### src/thermal_sensor_params.svh
`ifndef THERMAL_SENSOR_PARAMS_SVH
`define THERMAL_SENSOR_PARAMS_SVH
`define CMD_RESET 8'h00
`define CMD_RD_CONFIG 8'h03
`define CMD_RD_RATE 8'h04
`define CMD_WR_CONFIG 8'h09
`define CMD_WR_RATE 8'h0A
`define CMD_ONE_SHOT 8'h0F
`define CFG_MASK_BIT 7
`define CFG_STBY_BIT 6
`define CFG_RESET 8'h00
`define RATE_RESET 8'h02
`define RATE_MAX 8'h07
`define PERIOD_AT_RESET 8'h20
`define ARA_ADDR 7'h0C
`define ADDR_RESET 7'h18
`define NIB_GRP_LO 4'h3
`define NIB_GRP_FL 4'h5
`define NIB_GRP_HI 4'h9
`define SUB_GRP_LO 3'h0
`define SUB_GRP_FL 3'h1
`define SUB_GRP_HI 3'h4
`define MCLK_PERIOD_NS 10
`define TICK_PERIOD_NS 125000000
`define BOOT_LATCH 2'h2
`define BOOT_LAST 2'h3
`define BYTE_LAST_BIT 4'h7
`define ACK_SLOT 4'h8
`endif

### src/thermal_sensor_pkg.sv
package thermal_sensor_pkg;
  typedef enum logic [1:0] {LVL_LOW, LVL_FLOAT, LVL_HIGH} pin_lvl_e;
  // each select pin read once with weak pull-up and once with pull-down
  typedef struct packed {
    logic pu_lvl;
    logic pd_lvl;
  } sel_pin_s;
  typedef struct packed {
    logic start;
    logic stop;
    logic rx_valid;
    logic [7:0] rx_byte;
    logic tx_done;
  } smb_ev_s;
  typedef enum {X_ADDR, X_CMD, X_DATA, X_DONE} xfer_state_e;
endpackage

### src/smb_byte_link.sv
`timescale 1ns/100ps
`include "thermal_sensor_params.svh"
module smb_byte_link
  import thermal_sensor_pkg::*;
(
  input wire logic mclk,
  input wire logic rst_b,
  input wire logic scl_in,
  input wire logic sda_in,
  input wire logic ack_en,
  input wire logic [7:0] tx_byte,
  output smb_ev_s ev,
  output logic sda_oe
);
  logic scl_m_r, scl_s_r, scl_d_r;
  logic sda_m_r, sda_s_r, sda_d_r;
  logic active_r, first_r, tx_r, drop_r;
  logic [3:0] cnt_r;
  logic [7:0] sh_r, txsh_r;
  logic scl_rise, scl_fall, start_det, stop_det, live;

  // two flops per line, a third stage only for edge finding
  always_ff @(posedge mclk or negedge rst_b) begin
    if (!rst_b) begin
      {scl_m_r, scl_s_r, scl_d_r} <= 3'h7;
      {sda_m_r, sda_s_r, sda_d_r} <= 3'h7;
    end else begin
      scl_m_r <= scl_in;
      scl_s_r <= scl_m_r;
      scl_d_r <= scl_s_r;
      sda_m_r <= sda_in;
      sda_s_r <= sda_m_r;
      sda_d_r <= sda_s_r;
    end
  end

  assign scl_rise = scl_s_r & ~scl_d_r;
  assign scl_fall = ~scl_s_r & scl_d_r;
  assign start_det = scl_s_r & scl_d_r & sda_d_r & ~sda_s_r;
  assign stop_det = scl_s_r & scl_d_r & ~sda_d_r & sda_s_r;
  assign live = active_r & ~drop_r;

  // bit counting and frame tracking; a nacked address drops the frame
  always_ff @(posedge mclk or negedge rst_b) begin
    if (!rst_b) begin
      active_r <= 1'b0;
      first_r <= 1'b0;
      tx_r <= 1'b0;
      drop_r <= 1'b0;
      cnt_r <= 4'h0;
      sh_r <= 8'h00;
    end else if (start_det) begin
      active_r <= 1'b1;
      first_r <= 1'b1;
      tx_r <= 1'b0;
      drop_r <= 1'b0;
      cnt_r <= 4'h0;
    end else if (stop_det) begin
      active_r <= 1'b0;
    end else if (scl_rise && live) begin
      if (cnt_r == `ACK_SLOT) begin
        cnt_r <= 4'h0;
        first_r <= 1'b0;
        if (first_r) begin
          tx_r <= sh_r[0] & ack_en;
          drop_r <= ~ack_en;
        end else if (tx_r) begin
          drop_r <= sda_s_r; // master nack ends the read
        end
      end else begin
        cnt_r <= cnt_r + 4'h1;
        sh_r <= {sh_r[6:0], sda_s_r};
      end
    end
  end

  // one-cycle event pulses towards the command logic
  always_ff @(posedge mclk or negedge rst_b) begin
    if (!rst_b) begin
      ev <= '0;
    end else begin
      ev.start <= start_det;
      ev.stop <= stop_det;
      ev.rx_valid <= scl_rise & live & ~tx_r & (cnt_r == `BYTE_LAST_BIT);
      ev.tx_done <= scl_rise & live & tx_r & (cnt_r == `ACK_SLOT);
      if (scl_rise && live && cnt_r == `BYTE_LAST_BIT) begin
        ev.rx_byte <= {sh_r[6:0], sda_s_r};
      end
    end
  end

  // data line changes only while the clock is low
  always_ff @(posedge mclk or negedge rst_b) begin
    if (!rst_b) begin
      sda_oe <= 1'b0;
      txsh_r <= 8'h00;
    end else if (start_det || stop_det || drop_r) begin
      sda_oe <= 1'b0;
    end else if (scl_fall && active_r) begin
      if (cnt_r == `ACK_SLOT) begin
        sda_oe <= ~tx_r & ack_en;
      end else if (tx_r && cnt_r == 4'h0) begin
        txsh_r <= tx_byte;
        sda_oe <= ~tx_byte[7];
      end else if (tx_r) begin
        sda_oe <= ~txsh_r[3'(`BYTE_LAST_BIT - cnt_r)];
      end else begin
        sda_oe <= 1'b0;
      end
    end
  end
endmodule

### src/thermal_sensor_ctrl.sv
`timescale 1ns/100ps
`include "thermal_sensor_params.svh"
// How it works
// writing standby bit 6 high aborts any conversion and enters standby.
// in standby a one-shot command still runs one conversion.
// standby bit clear means automatic, timed conversions.
// standby bit resets to 0, so auto mode follows reset.
// config byte read and written only by its own commands.
// mask bit 7, reset 0, gates alert output and alert-address answers.
// with mask set the alert response read is not acknowledged.
// config bits 5 to 0 are reserved, stored without function.
// rate byte 00h..07h gives 0.0625 to 8 Hz; higher values reserved.
// rate byte governs timing only in automatic mode.
// rate byte resets to 02h, 0.25 conversions per second.
// true rate may deviate thirty percent from nominal.
// limit crossing or open diode raises an alert.
// a latched alert pulls the open-drain alert low when unmasked.
// alert response read releases alert unless the fault persists.
// status read or mask set never release a latched alert.
// three upper nibbles with select pins give nine slave addresses.
// pin 0 picks nibble and base, pin 1 adds 0, 1 or 2.
// each select pin decodes low, high or floating.
// select pins latched at power-up and at each conversion start.
// master never issues addresses with upper nibble zero.
// alert response returns own 7-bit address in the upper bits.
// config read 03h, write 09h; rate read 04h, write 0Ah.
module thermal_sensor_ctrl
  import thermal_sensor_pkg::*;
#(
  parameter int unsigned TICK_CYCLES = `TICK_PERIOD_NS / `MCLK_PERIOD_NS
)
(
  input wire logic mclk,
  input wire logic rst_b,
  input wire logic smb_clk,
  input wire logic smb_dat_in,
  output logic smb_dat_out,
  output logic smb_dat_oe,
  output logic alert_out_n_out,
  output logic alert_out_n_oe,
  input sel_pin_s [1:0] sensor_addr_select,
  output logic conv_start,
  output logic conv_abort,
  output logic conv_busy,
  input wire logic conv_done,
  input wire logic limit_fault,
  input wire logic diode_open,
  output logic [7:0] cmd_ptr,
  input wire logic [7:0] ext_rd_byte,
  output logic ext_wr_stb,
  output logic [7:0] ext_wr_data
);
  sel_pin_s [1:0] sel_m_r, sel_s_r;
  logic [1:0] boot_cnt_r;
  logic [6:0] own_addr_r;
  smb_ev_s ev;
  xfer_state_e st_r;
  logic ack_r, ara_sel_r, hit_own, hit_ara;
  logic [7:0] cmd_r, config_r, rate_r, tx_byte;
  logic cmd_wr, data_wr, cfg_wr, stby_wr, one_shot_req;
  logic [23:0] tick_cnt_r;
  logic tick, auto_due, start_now, standby, mask;
  logic [7:0] rate_eff, period_ticks, conv_tmr_r;
  logic alert_r, fault, ara_clr;

  function automatic pin_lvl_e lvl_of(sel_pin_s p);
    if (p.pu_lvl && p.pd_lvl) return LVL_HIGH;
    else if (p.pu_lvl) return LVL_FLOAT;
    else return LVL_LOW;
  endfunction

  // pin 0 picks the nibble and base, pin 1 steps within the group
  function automatic logic [6:0] addr_of(sel_pin_s [1:0] p);
    logic [3:0] nib;
    logic [2:0] base;
    nib = `NIB_GRP_LO;
    base = `SUB_GRP_LO;
    if (lvl_of(p[0]) == LVL_FLOAT) begin
      nib = `NIB_GRP_FL;
      base = `SUB_GRP_FL;
    end else if (lvl_of(p[0]) == LVL_HIGH) begin
      nib = `NIB_GRP_HI;
      base = `SUB_GRP_HI;
    end
    return {nib, base + 3'(lvl_of(p[1]))};
  endfunction

  // select pins come from outside: two flops before any decode
  always_ff @(posedge mclk or negedge rst_b) begin
    if (!rst_b) begin
      sel_m_r <= '0;
      sel_s_r <= '0;
    end else begin
      sel_m_r <= sensor_addr_select;
      sel_s_r <= sel_m_r;
    end
  end

  // latch once the synchroniser has settled, then at each conversion
  always_ff @(posedge mclk or negedge rst_b) begin
    if (!rst_b) begin
      boot_cnt_r <= 2'h0;
      own_addr_r <= `ADDR_RESET;
    end else begin
      if (boot_cnt_r != `BOOT_LAST) boot_cnt_r <= boot_cnt_r + 2'h1;
      if (boot_cnt_r == `BOOT_LATCH || start_now) begin
        own_addr_r <= addr_of(sel_s_r);
      end
    end
  end

  smb_byte_link u_link (
    .mclk(mclk),
    .rst_b(rst_b),
    .scl_in(smb_clk),
    .sda_in(smb_dat_in),
    .ack_en(ack_r),
    .tx_byte(tx_byte),
    .ev(ev),
    .sda_oe(smb_dat_oe)
  );
  assign smb_dat_out = 1'b0;

  assign standby = config_r[`CFG_STBY_BIT];
  assign mask = config_r[`CFG_MASK_BIT];
  assign hit_own = ev.rx_byte[7:1] == own_addr_r;
  // masked alert: the response address read goes unanswered
  assign hit_ara = ev.rx_byte[7:1] == `ARA_ADDR && ev.rx_byte[0] &&
                   alert_r && !mask;

  // frame sequence: address, command, data; reads use the pointer
  always_ff @(posedge mclk or negedge rst_b) begin
    if (!rst_b) begin
      st_r <= X_ADDR;
      ack_r <= 1'b0;
      ara_sel_r <= 1'b0;
    end else if (ev.start) begin
      st_r <= X_ADDR;
      ara_sel_r <= 1'b0;
    end else if (ev.rx_valid) begin
      unique case (st_r)
        X_ADDR: begin
          ack_r <= hit_own | hit_ara;
          ara_sel_r <= hit_ara;
          st_r <= (hit_own && !ev.rx_byte[0]) ? X_CMD : X_DONE;
        end
        X_CMD: begin
          ack_r <= 1'b1;
          st_r <= X_DATA;
        end
        X_DATA: begin
          ack_r <= 1'b1;
          st_r <= X_DONE;
        end
        X_DONE: ack_r <= 1'b0;
      endcase
    end
  end

  assign cmd_wr = ev.rx_valid && st_r == X_CMD;
  assign data_wr = ev.rx_valid && st_r == X_DATA;
  assign cfg_wr = data_wr && cmd_r == `CMD_WR_CONFIG;
  assign stby_wr = cfg_wr && ev.rx_byte[`CFG_STBY_BIT];
  assign one_shot_req = cmd_wr && ev.rx_byte == `CMD_ONE_SHOT;

  // read data: alert response, own registers, else the outside bank
  always_comb begin
    if (ara_sel_r) tx_byte = {own_addr_r, 1'b1};
    else if (cmd_r == `CMD_RD_CONFIG) tx_byte = config_r;
    else if (cmd_r == `CMD_RD_RATE) tx_byte = rate_r;
    else tx_byte = ext_rd_byte;
  end

  // register writes; a write through a read code goes to the outside bank
  always_ff @(posedge mclk or negedge rst_b) begin
    if (!rst_b) begin
      cmd_r <= `CMD_RESET;
      config_r <= `CFG_RESET;
      rate_r <= `RATE_RESET;
      ext_wr_stb <= 1'b0;
      ext_wr_data <= 8'h00;
    end else begin
      ext_wr_stb <= 1'b0;
      if (cmd_wr) cmd_r <= ev.rx_byte;
      if (cfg_wr) config_r <= ev.rx_byte;
      if (data_wr && cmd_r == `CMD_WR_RATE) rate_r <= ev.rx_byte;
      if (data_wr && cmd_r != `CMD_WR_CONFIG &&
          cmd_r != `CMD_WR_RATE) begin
        ext_wr_stb <= 1'b1;
        ext_wr_data <= ev.rx_byte;
      end
    end
  end
  assign cmd_ptr = cmd_r;

  // 8 Hz timebase; reserved rate codes run at the fastest rate
  assign tick = tick_cnt_r == 24'(TICK_CYCLES - 1);
  assign rate_eff = (rate_r > `RATE_MAX) ? `RATE_MAX : rate_r;
  assign period_ticks = 8'h01 << 3'(`RATE_MAX - rate_eff);
  assign auto_due = !standby && tick &&
                    conv_tmr_r + 8'h01 >= period_ticks;

  always_ff @(posedge mclk or negedge rst_b) begin
    if (!rst_b) begin
      tick_cnt_r <= 24'h000000;
      conv_tmr_r <= 8'h00;
    end else begin
      tick_cnt_r <= tick ? 24'h000000 : tick_cnt_r + 24'h000001;
      if (standby || auto_due) conv_tmr_r <= 8'h00;
      else if (tick) conv_tmr_r <= conv_tmr_r + 8'h01;
    end
  end

  // one-shot only counts in standby and while idle
  assign start_now = !conv_busy && !stby_wr &&
                     (auto_due || (one_shot_req && standby));

  always_ff @(posedge mclk or negedge rst_b) begin
    if (!rst_b) begin
      conv_start <= 1'b0;
      conv_abort <= 1'b0;
      conv_busy <= 1'b0;
    end else begin
      conv_start <= start_now;
      conv_abort <= stby_wr & conv_busy;
      if (start_now) conv_busy <= 1'b1;
      else if (conv_done || stby_wr) conv_busy <= 1'b0;
    end
  end

  // alert latch: a fault present in the clearing cycle wins
  assign fault = limit_fault | diode_open;
  assign ara_clr = ev.tx_done & ara_sel_r;

  always_ff @(posedge mclk or negedge rst_b) begin
    if (!rst_b) begin
      alert_r <= 1'b0;
      alert_out_n_oe <= 1'b0;
    end else begin
      alert_r <= fault | (alert_r & ~ara_clr);
      alert_out_n_oe <= alert_r & ~mask;
    end
  end
  assign alert_out_n_out = 1'b0;

  property p_fault_latch;
    @(posedge mclk) disable iff (!rst_b) fault |=> alert_r;
  endproperty
  a_fault_latch: assert property (p_fault_latch)
    else $error("fault did not latch the alert");

  property p_alert_drive;
    @(posedge mclk) disable iff (!rst_b)
      alert_r && !mask |=> alert_out_n_oe;
  endproperty
  a_alert_drive: assert property (p_alert_drive)
    else $error("unmasked alert not driven");

  property p_ara_release;
    @(posedge mclk) disable iff (!rst_b)
      ara_clr && !fault |=> !alert_r ##1 !alert_out_n_oe;
  endproperty
  a_ara_release: assert property (p_ara_release)
    else $error("alert not released after response read");

  property p_alert_hold;
    @(posedge mclk) disable iff (!rst_b)
      alert_r && !ara_clr |=> alert_r;
  endproperty
  a_alert_hold: assert property (p_alert_hold)
    else $error("alert released without response read");

  property p_mask_no_ara;
    @(posedge mclk) disable iff (!rst_b)
      ev.rx_valid && st_r == X_ADDR && mask &&
      ev.rx_byte[7:1] == `ARA_ADDR |=> !ara_sel_r;
  endproperty
  a_mask_no_ara: assert property (p_mask_no_ara)
    else $error("masked device took the alert response");

  property p_standby_abort;
    @(posedge mclk) disable iff (!rst_b)
      stby_wr && conv_busy |=> conv_abort && !conv_busy;
  endproperty
  a_standby_abort: assert property (p_standby_abort)
    else $error("standby write did not abort conversion");

  property p_one_shot;
    @(posedge mclk) disable iff (!rst_b)
      conv_start && $past(standby) |-> $past(one_shot_req);
  endproperty
  a_one_shot: assert property (p_one_shot)
    else $error("standby conversion without one-shot");

  property p_auto_start;
    @(posedge mclk) disable iff (!rst_b)
      auto_due && !conv_busy && !stby_wr |=> conv_start && conv_busy ##1
      (conv_busy || $past(stby_wr));
  endproperty
  a_auto_start: assert property (p_auto_start)
    else $error("timed conversion did not start");

  property p_reset_state;
    @(posedge mclk) disable iff (!rst_b)
      boot_cnt_r == 2'h1 |-> !standby && !mask &&
      rate_r == `RATE_RESET && period_ticks == `PERIOD_AT_RESET;
  endproperty
  a_reset_state: assert property (p_reset_state)
    else $error("wrong state after reset");

  property p_cfg_write;
    @(posedge mclk) disable iff (!rst_b)
      cfg_wr |=> config_r == $past(ev.rx_byte);
  endproperty
  a_cfg_write: assert property (p_cfg_write)
    else $error("config write not stored");

  property p_addr_latch;
    @(posedge mclk) disable iff (!rst_b)
      conv_start |-> own_addr_r == addr_of($past(sel_s_r));
  endproperty
  a_addr_latch: assert property (p_addr_latch)
    else $error("select pins not latched at conversion");
endmodule

### config.mk
export PLATFORM = sky130hd
export DESIGN_NAME = thermal_sensor_ctrl
export DESIGN_NICKNAME = d
export VERILOG_FILES = /design/src/thermal_sensor_pkg.sv /design/src/smb_byte_link.sv /design/src/thermal_sensor_ctrl.sv
export VERILOG_INCLUDE_DIRS = /design/src
export SDC_FILE = /design/constraint.sdc
export NUM_CORES = 1
export LEC_CHECK = 0
export BUFFER_PORTS_ARGS = -buffer_cell sky130_fd_sc_hd__clkbuf_2
export CORE_UTILIZATION = 30
export DETAILED_ROUTE_END_ITERATION = 10
export PLACE_DENSITY = 0.51
export SLEW_MARGIN = 20
export SYNTH_ARGS = -nofsm -noshare
export SYNTH_HDL_FRONTEND = slang
export SYNTH_SLANG_ARGS = --single-unit
### constraint.sdc
create_clock -name mclk -period 3.25 [get_ports mclk]
set_input_delay 0.325 -clock mclk [delete_from_list [all_inputs] [get_ports mclk]]
set_output_delay 0.325 -clock mclk [all_outputs]
set_load 0.03 [all_outputs]
-- Word-level counts from Yosys, hierarchy flattened
Index checks and enable logic that the tools add are counted.
- bitwise gates (word level): 38
- $lt $le $gt $ge: 3
- $add $sub $neg: 7
- muxes and demuxes: 59
- eq/ne operators: 22
- shift-type cells: 1
- reductions and logical operators: 57
- operators with widths (operator ; number):
    32-bit by 2-bit == test with 1-bit output, second input constant ; 3
    32-bit one-hot mux with 3 select lines ; 1
    32-bit two-way mux ; 2
    8-bit two-way mux ; 5
    32-bit by 1-bit == test with 1-bit output, second input constant ; 1
    32-bit by 3-bit == test with 1-bit output, second input constant ; 1
    32-bit zero test ; 1
    1-bit two-way mux ; 31
    24-bit by 1-bit adder with 24-bit output, second input constant ; 1
    24-bit == test, second input constant ; 1
    8-bit by 4-bit == test with 1-bit output, second input constant ; 3
    24-bit two-way mux ; 1
    4-bit two-way mux ; 6
    1-bit logical AND ; 23
    1-bit bitwise AND ; 19
    2-bit nonzero test ; 9
    8-bit by 4-bit inequality test with 1-bit output, second input constant ; 2
    1-bit inverter ; 16
    4-bit AND reduction ; 4
    2-bit two-way mux ; 7
    3-bit two-way mux ; 4
    8-bit by 1-bit adder with 8-bit output, second input constant ; 1
    8-bit by 2-bit == test with 1-bit output, second input constant ; 1
    8-bit by 3-bit == test with 1-bit output, second input constant ; 1
    27 further kinds ; 43
- output and inout port bits: 24
- bits of input ports: 19
- logic and storage cells: 230
- register bits: 162

-- Depth between registers and ports, before layout
- depth after elaboration: 18
- mapped depth: 11
- gate-level depth less buffers: 10

-- Cells and area by module
Synthesis repeated with hierarchy kept, for this count alone.
- cells, all modules: 527
- area total of the unflattened synthesis: 6348.6 µm²
- modules (own cells, without submodules) (module ; cells each ; area each (µm²) ; times used):
    thermal_sensor_ctrl ; 404 ; 4595.7 ; 1
    smb_byte_link ; 123 ; 1752.9 ; 1

-- Worst setup path before layout
Ideal clock, no wire load.
- path kind: register to register
- start: register rate_r[5]
- end: register own_addr_r[0]
- buffers on the path: 0
- data required time: 3.125 ns
- cell stages (with the launch flop): 10
- setup time: 0.125 ns
- data arrival time: 2.749 ns
- setup slack: 0.376 ns
- path through: dfrtp_1 -> or4_1 -> nor2_1 -> nand2_1 -> ha_1 -> nand2b_1 -> a2111o_1 -> a31oi_1 -> o21ai_4 -> mux2_4
- cells in the longest elaborated chain, start to end: 9
- ends and longest elaborated chain (element ; line ; source):
    start: declaration ; thermal_sensor_ctrl.sv:59 ; logic [7:0] cmd_r, config_r, rate_r, tx_byte;
    start signal: assignment ; thermal_sensor_ctrl.sv:179 ; rate_r <= `RATE_RESET;
    start signal: assignment ; thermal_sensor_ctrl.sv:186 ; if (data_wr && cmd_r == `CMD_WR_RATE) rate_r <= ev.rx_byte;
    8-bit by 3-bit > comparator with 1-bit output (no line) ; - ;
    3-bit two-way mux ; thermal_sensor_ctrl.sv:198 ; assign rate_eff = (rate_r > `RATE_MAX) ? `RATE_MAX : rate_r;
    3-bit subtractor (no line) ; - ;
    1-bit by 3-bit << shifter with 8-bit output ; thermal_sensor_ctrl.sv:199 ; assign period_ticks = 8'h01 << 3'(`RATE_MAX - rate_eff);
    8-bit greater-or-equal comparator ; thermal_sensor_ctrl.sv:201 ; conv_tmr_r + 8'h01 >= period_ticks;
    1-bit logical AND ; thermal_sensor_ctrl.sv:200 ; assign auto_due = !standby && tick &&
    1-bit logical OR ; thermal_sensor_ctrl.sv:216 ; (auto_due || (one_shot_req && standby));
    1-bit logical AND ; thermal_sensor_ctrl.sv:215 ; assign start_now = !conv_busy && !stby_wr &&
    1-bit logical OR ; thermal_sensor_ctrl.sv:106 ; if (boot_cnt_r == `BOOT_LATCH || start_now) begin
    end signal: assignment ; thermal_sensor_ctrl.sv:103 ; own_addr_r <= `ADDR_RESET;
    end signal: assignment ; thermal_sensor_ctrl.sv:107 ; own_addr_r <= addr_of(sel_s_r);
    end: declaration ; thermal_sensor_ctrl.sv:55 ; logic [6:0] own_addr_r;
No other way between the ends.
A chain may end at the register's enable or synchronous reset.

-- Final worst setup path
- start: register rate_r[5]
- end: register own_addr_r[5]
Same word-level chain as after synthesis.

==> run_results.csv <==
group,metric,value,unit
layout,final_common_cell,"dfrtp_1",
setup_path,r2r-end,"own_addr_r[5]",
power_and_ir_drop,p_per_area,507,nW/um^2
clock_tree,cts_buffers,17,
clock_tree,cts_tree,"done",
drt,dr.pass1.iters,4,
timing,slew_headroom,42.4,%
timing,finalCritPeriodShare,93.9,%
power_and_ir_drop,p_leak,3.36,nW
layout,drive_gt1_share,23.5,%
drt,ant_nets,0,
synthesis,ys_seq_area_share,52.2,%
die,die_h,147,microns
die,core,20400,sq um
clock_tree,cts_buffer_depth,2,
timing,min_period,3050,ps
place,gp_congestion,0.828,
place,place_inst,856,
flow_run,maxCapViolCount,0,
grt,grt_pass1_vias,4531,
clock_tree,cts_htree_levels,4,
place,dp_hpwl,10200,microns
synthesis,ys_seq_elements,131,
synthesis,synth_top_area_share,48.9,%
synthesis,syn_area,6300,sq um
layout,final_nets,652,
grt,overflow,0,
setup_path,cp-startpoint,"rate_r[5]",
synthesis,async_flop_share,100,%
layout,final_cell_mix,"dfrtp_1 (123), nor2_1 (49), mux2_2 (46), nand2_1 (39), clkbuf_2 (39)",
min_path,worstHoldPathType,"in2reg",
drt,vias,4430,
timing,maxSlewViolCount,0,
setup_path,r2r_setup_slack,200,ps
layout,layout.cells.non_filler,895,
grt,grt_max_degree,70,
clock_tree,cts_sinks,131,
setup_path,crit_fanout,6,
status,status,"finished clean",
grt,antenna_found_initial,0,
grt,grt_pass1_wl,24100,microns
clock_tree,clk_pin_slew,60,ps
setup_path,critPathCaptureType,"register",
drt,drc,0,
layout,areaGrowthSynthToFinish,18.3,%
setup_path,cp_data_arrival_time,3360,ps
synthesis,yosysWarnings,0,
setup_path,critical_path_class,"reg2reg",
synthesis,ys.flop_type,"dfrtp_1",
clock_tree,cts_root_buf,"clkbuf_16",
synthesis,yosysUniqueCellTypes,64,
drt,drt_iter0_drc,280,
min_path,min_path_cells,2,
die,rows,52,
drt,wl_per_cell,16.3,microns
timing,hold_viol,0,
synthesis,synth_area_leaders,"dfrtp_1 (49%), mux2_2 (8.2%), ha_1 (4.2%)",
grt,track_usage,14.5,%
synthesis,syn_area_per_cell,11.2,sq um
layout,diodes,0,
power_and_ir_drop,ir_worst_vdd,0.370,mV
setup_path,crit_end,"own_addr_r[5]",
synthesis,synth_cells,564,
clock_tree,clk_latency,420,ps
setup_path,critical_path.startpoint_type,"register",
setup_path,r2r_cells,9,
timing,fin_skew,8.85,ps
die,dieArea,21600,sq um
clock_tree,post-cts-setup-buffers,0,
timing,tightest_slew,859,ps
place,numPortBuffers,40,
timing,grt_setup_unrepaired,"no",
timing,max_freq,0.328,GHz
die,io_pins,43,
drt,routed_wl,14600,microns
synthesis,synth_area_leader_cell,"dfrtp_1",
setup_path,critPathRequiredTime,3560,ps
setup_path,r2r_start,"rate_r[5]",
timing,final.setup.tns,0,ps
die,die_w,147,microns
die,initial_core_util,30.8,%
drt,viasPerCell,4.95,
synthesis,synth_edf_count,0,
timing,setup_viol,0,
[report_power, final]
part,internal (W),switching (W)
combinational,0.0000644,0.0000778
clock,0.00116,0.000764
sequential,0.00167,0.0000404
total,0.00290,0.000882
[flip-flops by register name, summed over array words and instances, names as in the netlist, 2 cells and up]
name           cells
u_link.sh_r        7
u_link.cnt_r       4
own_addr_r         6
boot_cnt_r         2
conv_tmr_r         8
config_r           8
sel_m_r            4
rate_r             8
u_link.txsh_r      8
tick_cnt_r        24
ext_wr_data        8
st_r               2
u_link.ev         11
sel_s_r            4
cmd_ptr            8
[stage by stage]
stage	utilization [%]	cell area [sq um]	setup WS (ps)	total power [W]	hold WS [ps]
global route	36.5	7450	75.2	0.00392	114
CTS	36.5	7450	203	0.00383	95.0
detailed placement	33.2	6790	236	0.00188	335
global placement	33.2	6790	341	0.00188	338
floorplan	-	6300	376	0.00180	29.4
finish	36.5	7450	197	0.00378	109
[layer usage]
layer	global-route usage [%]	wire (microns)	up-vias
li1	-	-	2108
met2	23.2	7080	72
met4	6.13	272	0
met1	18.5	6700	2229
met5	0	0	-
met3	3.60	493	21
[critical path, cell delays in order (launching register included)]
cell	delay, ps
dfrtp_1	400
or4_1	550
nor3_1	400
nand3_1	160
ha_1	290
a2111o_1	360
a31oi_1	170
buf_4	160
o21ai_4	120
mux2_4	330
[worst min-delay path by stage]
stage                          start    endpoint  slack [ps]
after floorplan                rst_b       ack_r          30
after global placement    sel_m_r[3]  sel_s_r[3]         340
after detailed placement  sel_m_r[2]  sel_s_r[2]         330
after CTS                 diode_open     alert_r          90
after global routing      diode_open     alert_r         110
final                     diode_open     alert_r         110
[timing repair]
action / CTS / global route
hold endpoints to repair: 67 / 0
resized for setup: 0 / 0
hold buffers: 7 / 0
[synthesized netlist by cell type, drive strengths merged, types with 2 or more instances]
cell    number
clkbuf      20
o31ai        2
nand2       39
nor2b        6
o22ai        2
and2         4
dfstp        8
nand4b       2
a311oi       5
nor4        11
ha          21
mux2        50
nand3b       4
nand4        7
nor3         7
xor2        15
or4b         4
inv         17
a31oi        8
mux4         2
and4b        3
a21boi       2
or4          3
nor3b        3
nor2        49
nand2b       4
buf          5
or3          5
nor4b        3
mux2i        4
dfrtp      123
nand3       29
xnor2       18
a22o         7
o21ai       25
a21oi       26
and3         6
[logic make-up after synthesis]
logic type / share of synthesized area [%]
AND/OR/NAND/NOR: 16.8
flip-flops: 52.2
XOR/XNOR: 4.59
multiplexers: 10.5
other: 0.0595
adder cells (fa/ha/maj): 4.17
AO/OA/AOI/OAI: 8.76
buffers and inverters: 2.88
[final cells by class]
class | instances | area [sq um]
timing repair buffer | 53 | 334
multi-input combinational | 392 | 2830
inverter | 17 | 63.8
tap | 270 | 338
clock buffer | 19 | 443
sequential | 131 | 3290
clock inverter | 13 | 151
fill | 2052 | 13000
Note: power is estimated with default switching activity, not from simulation.
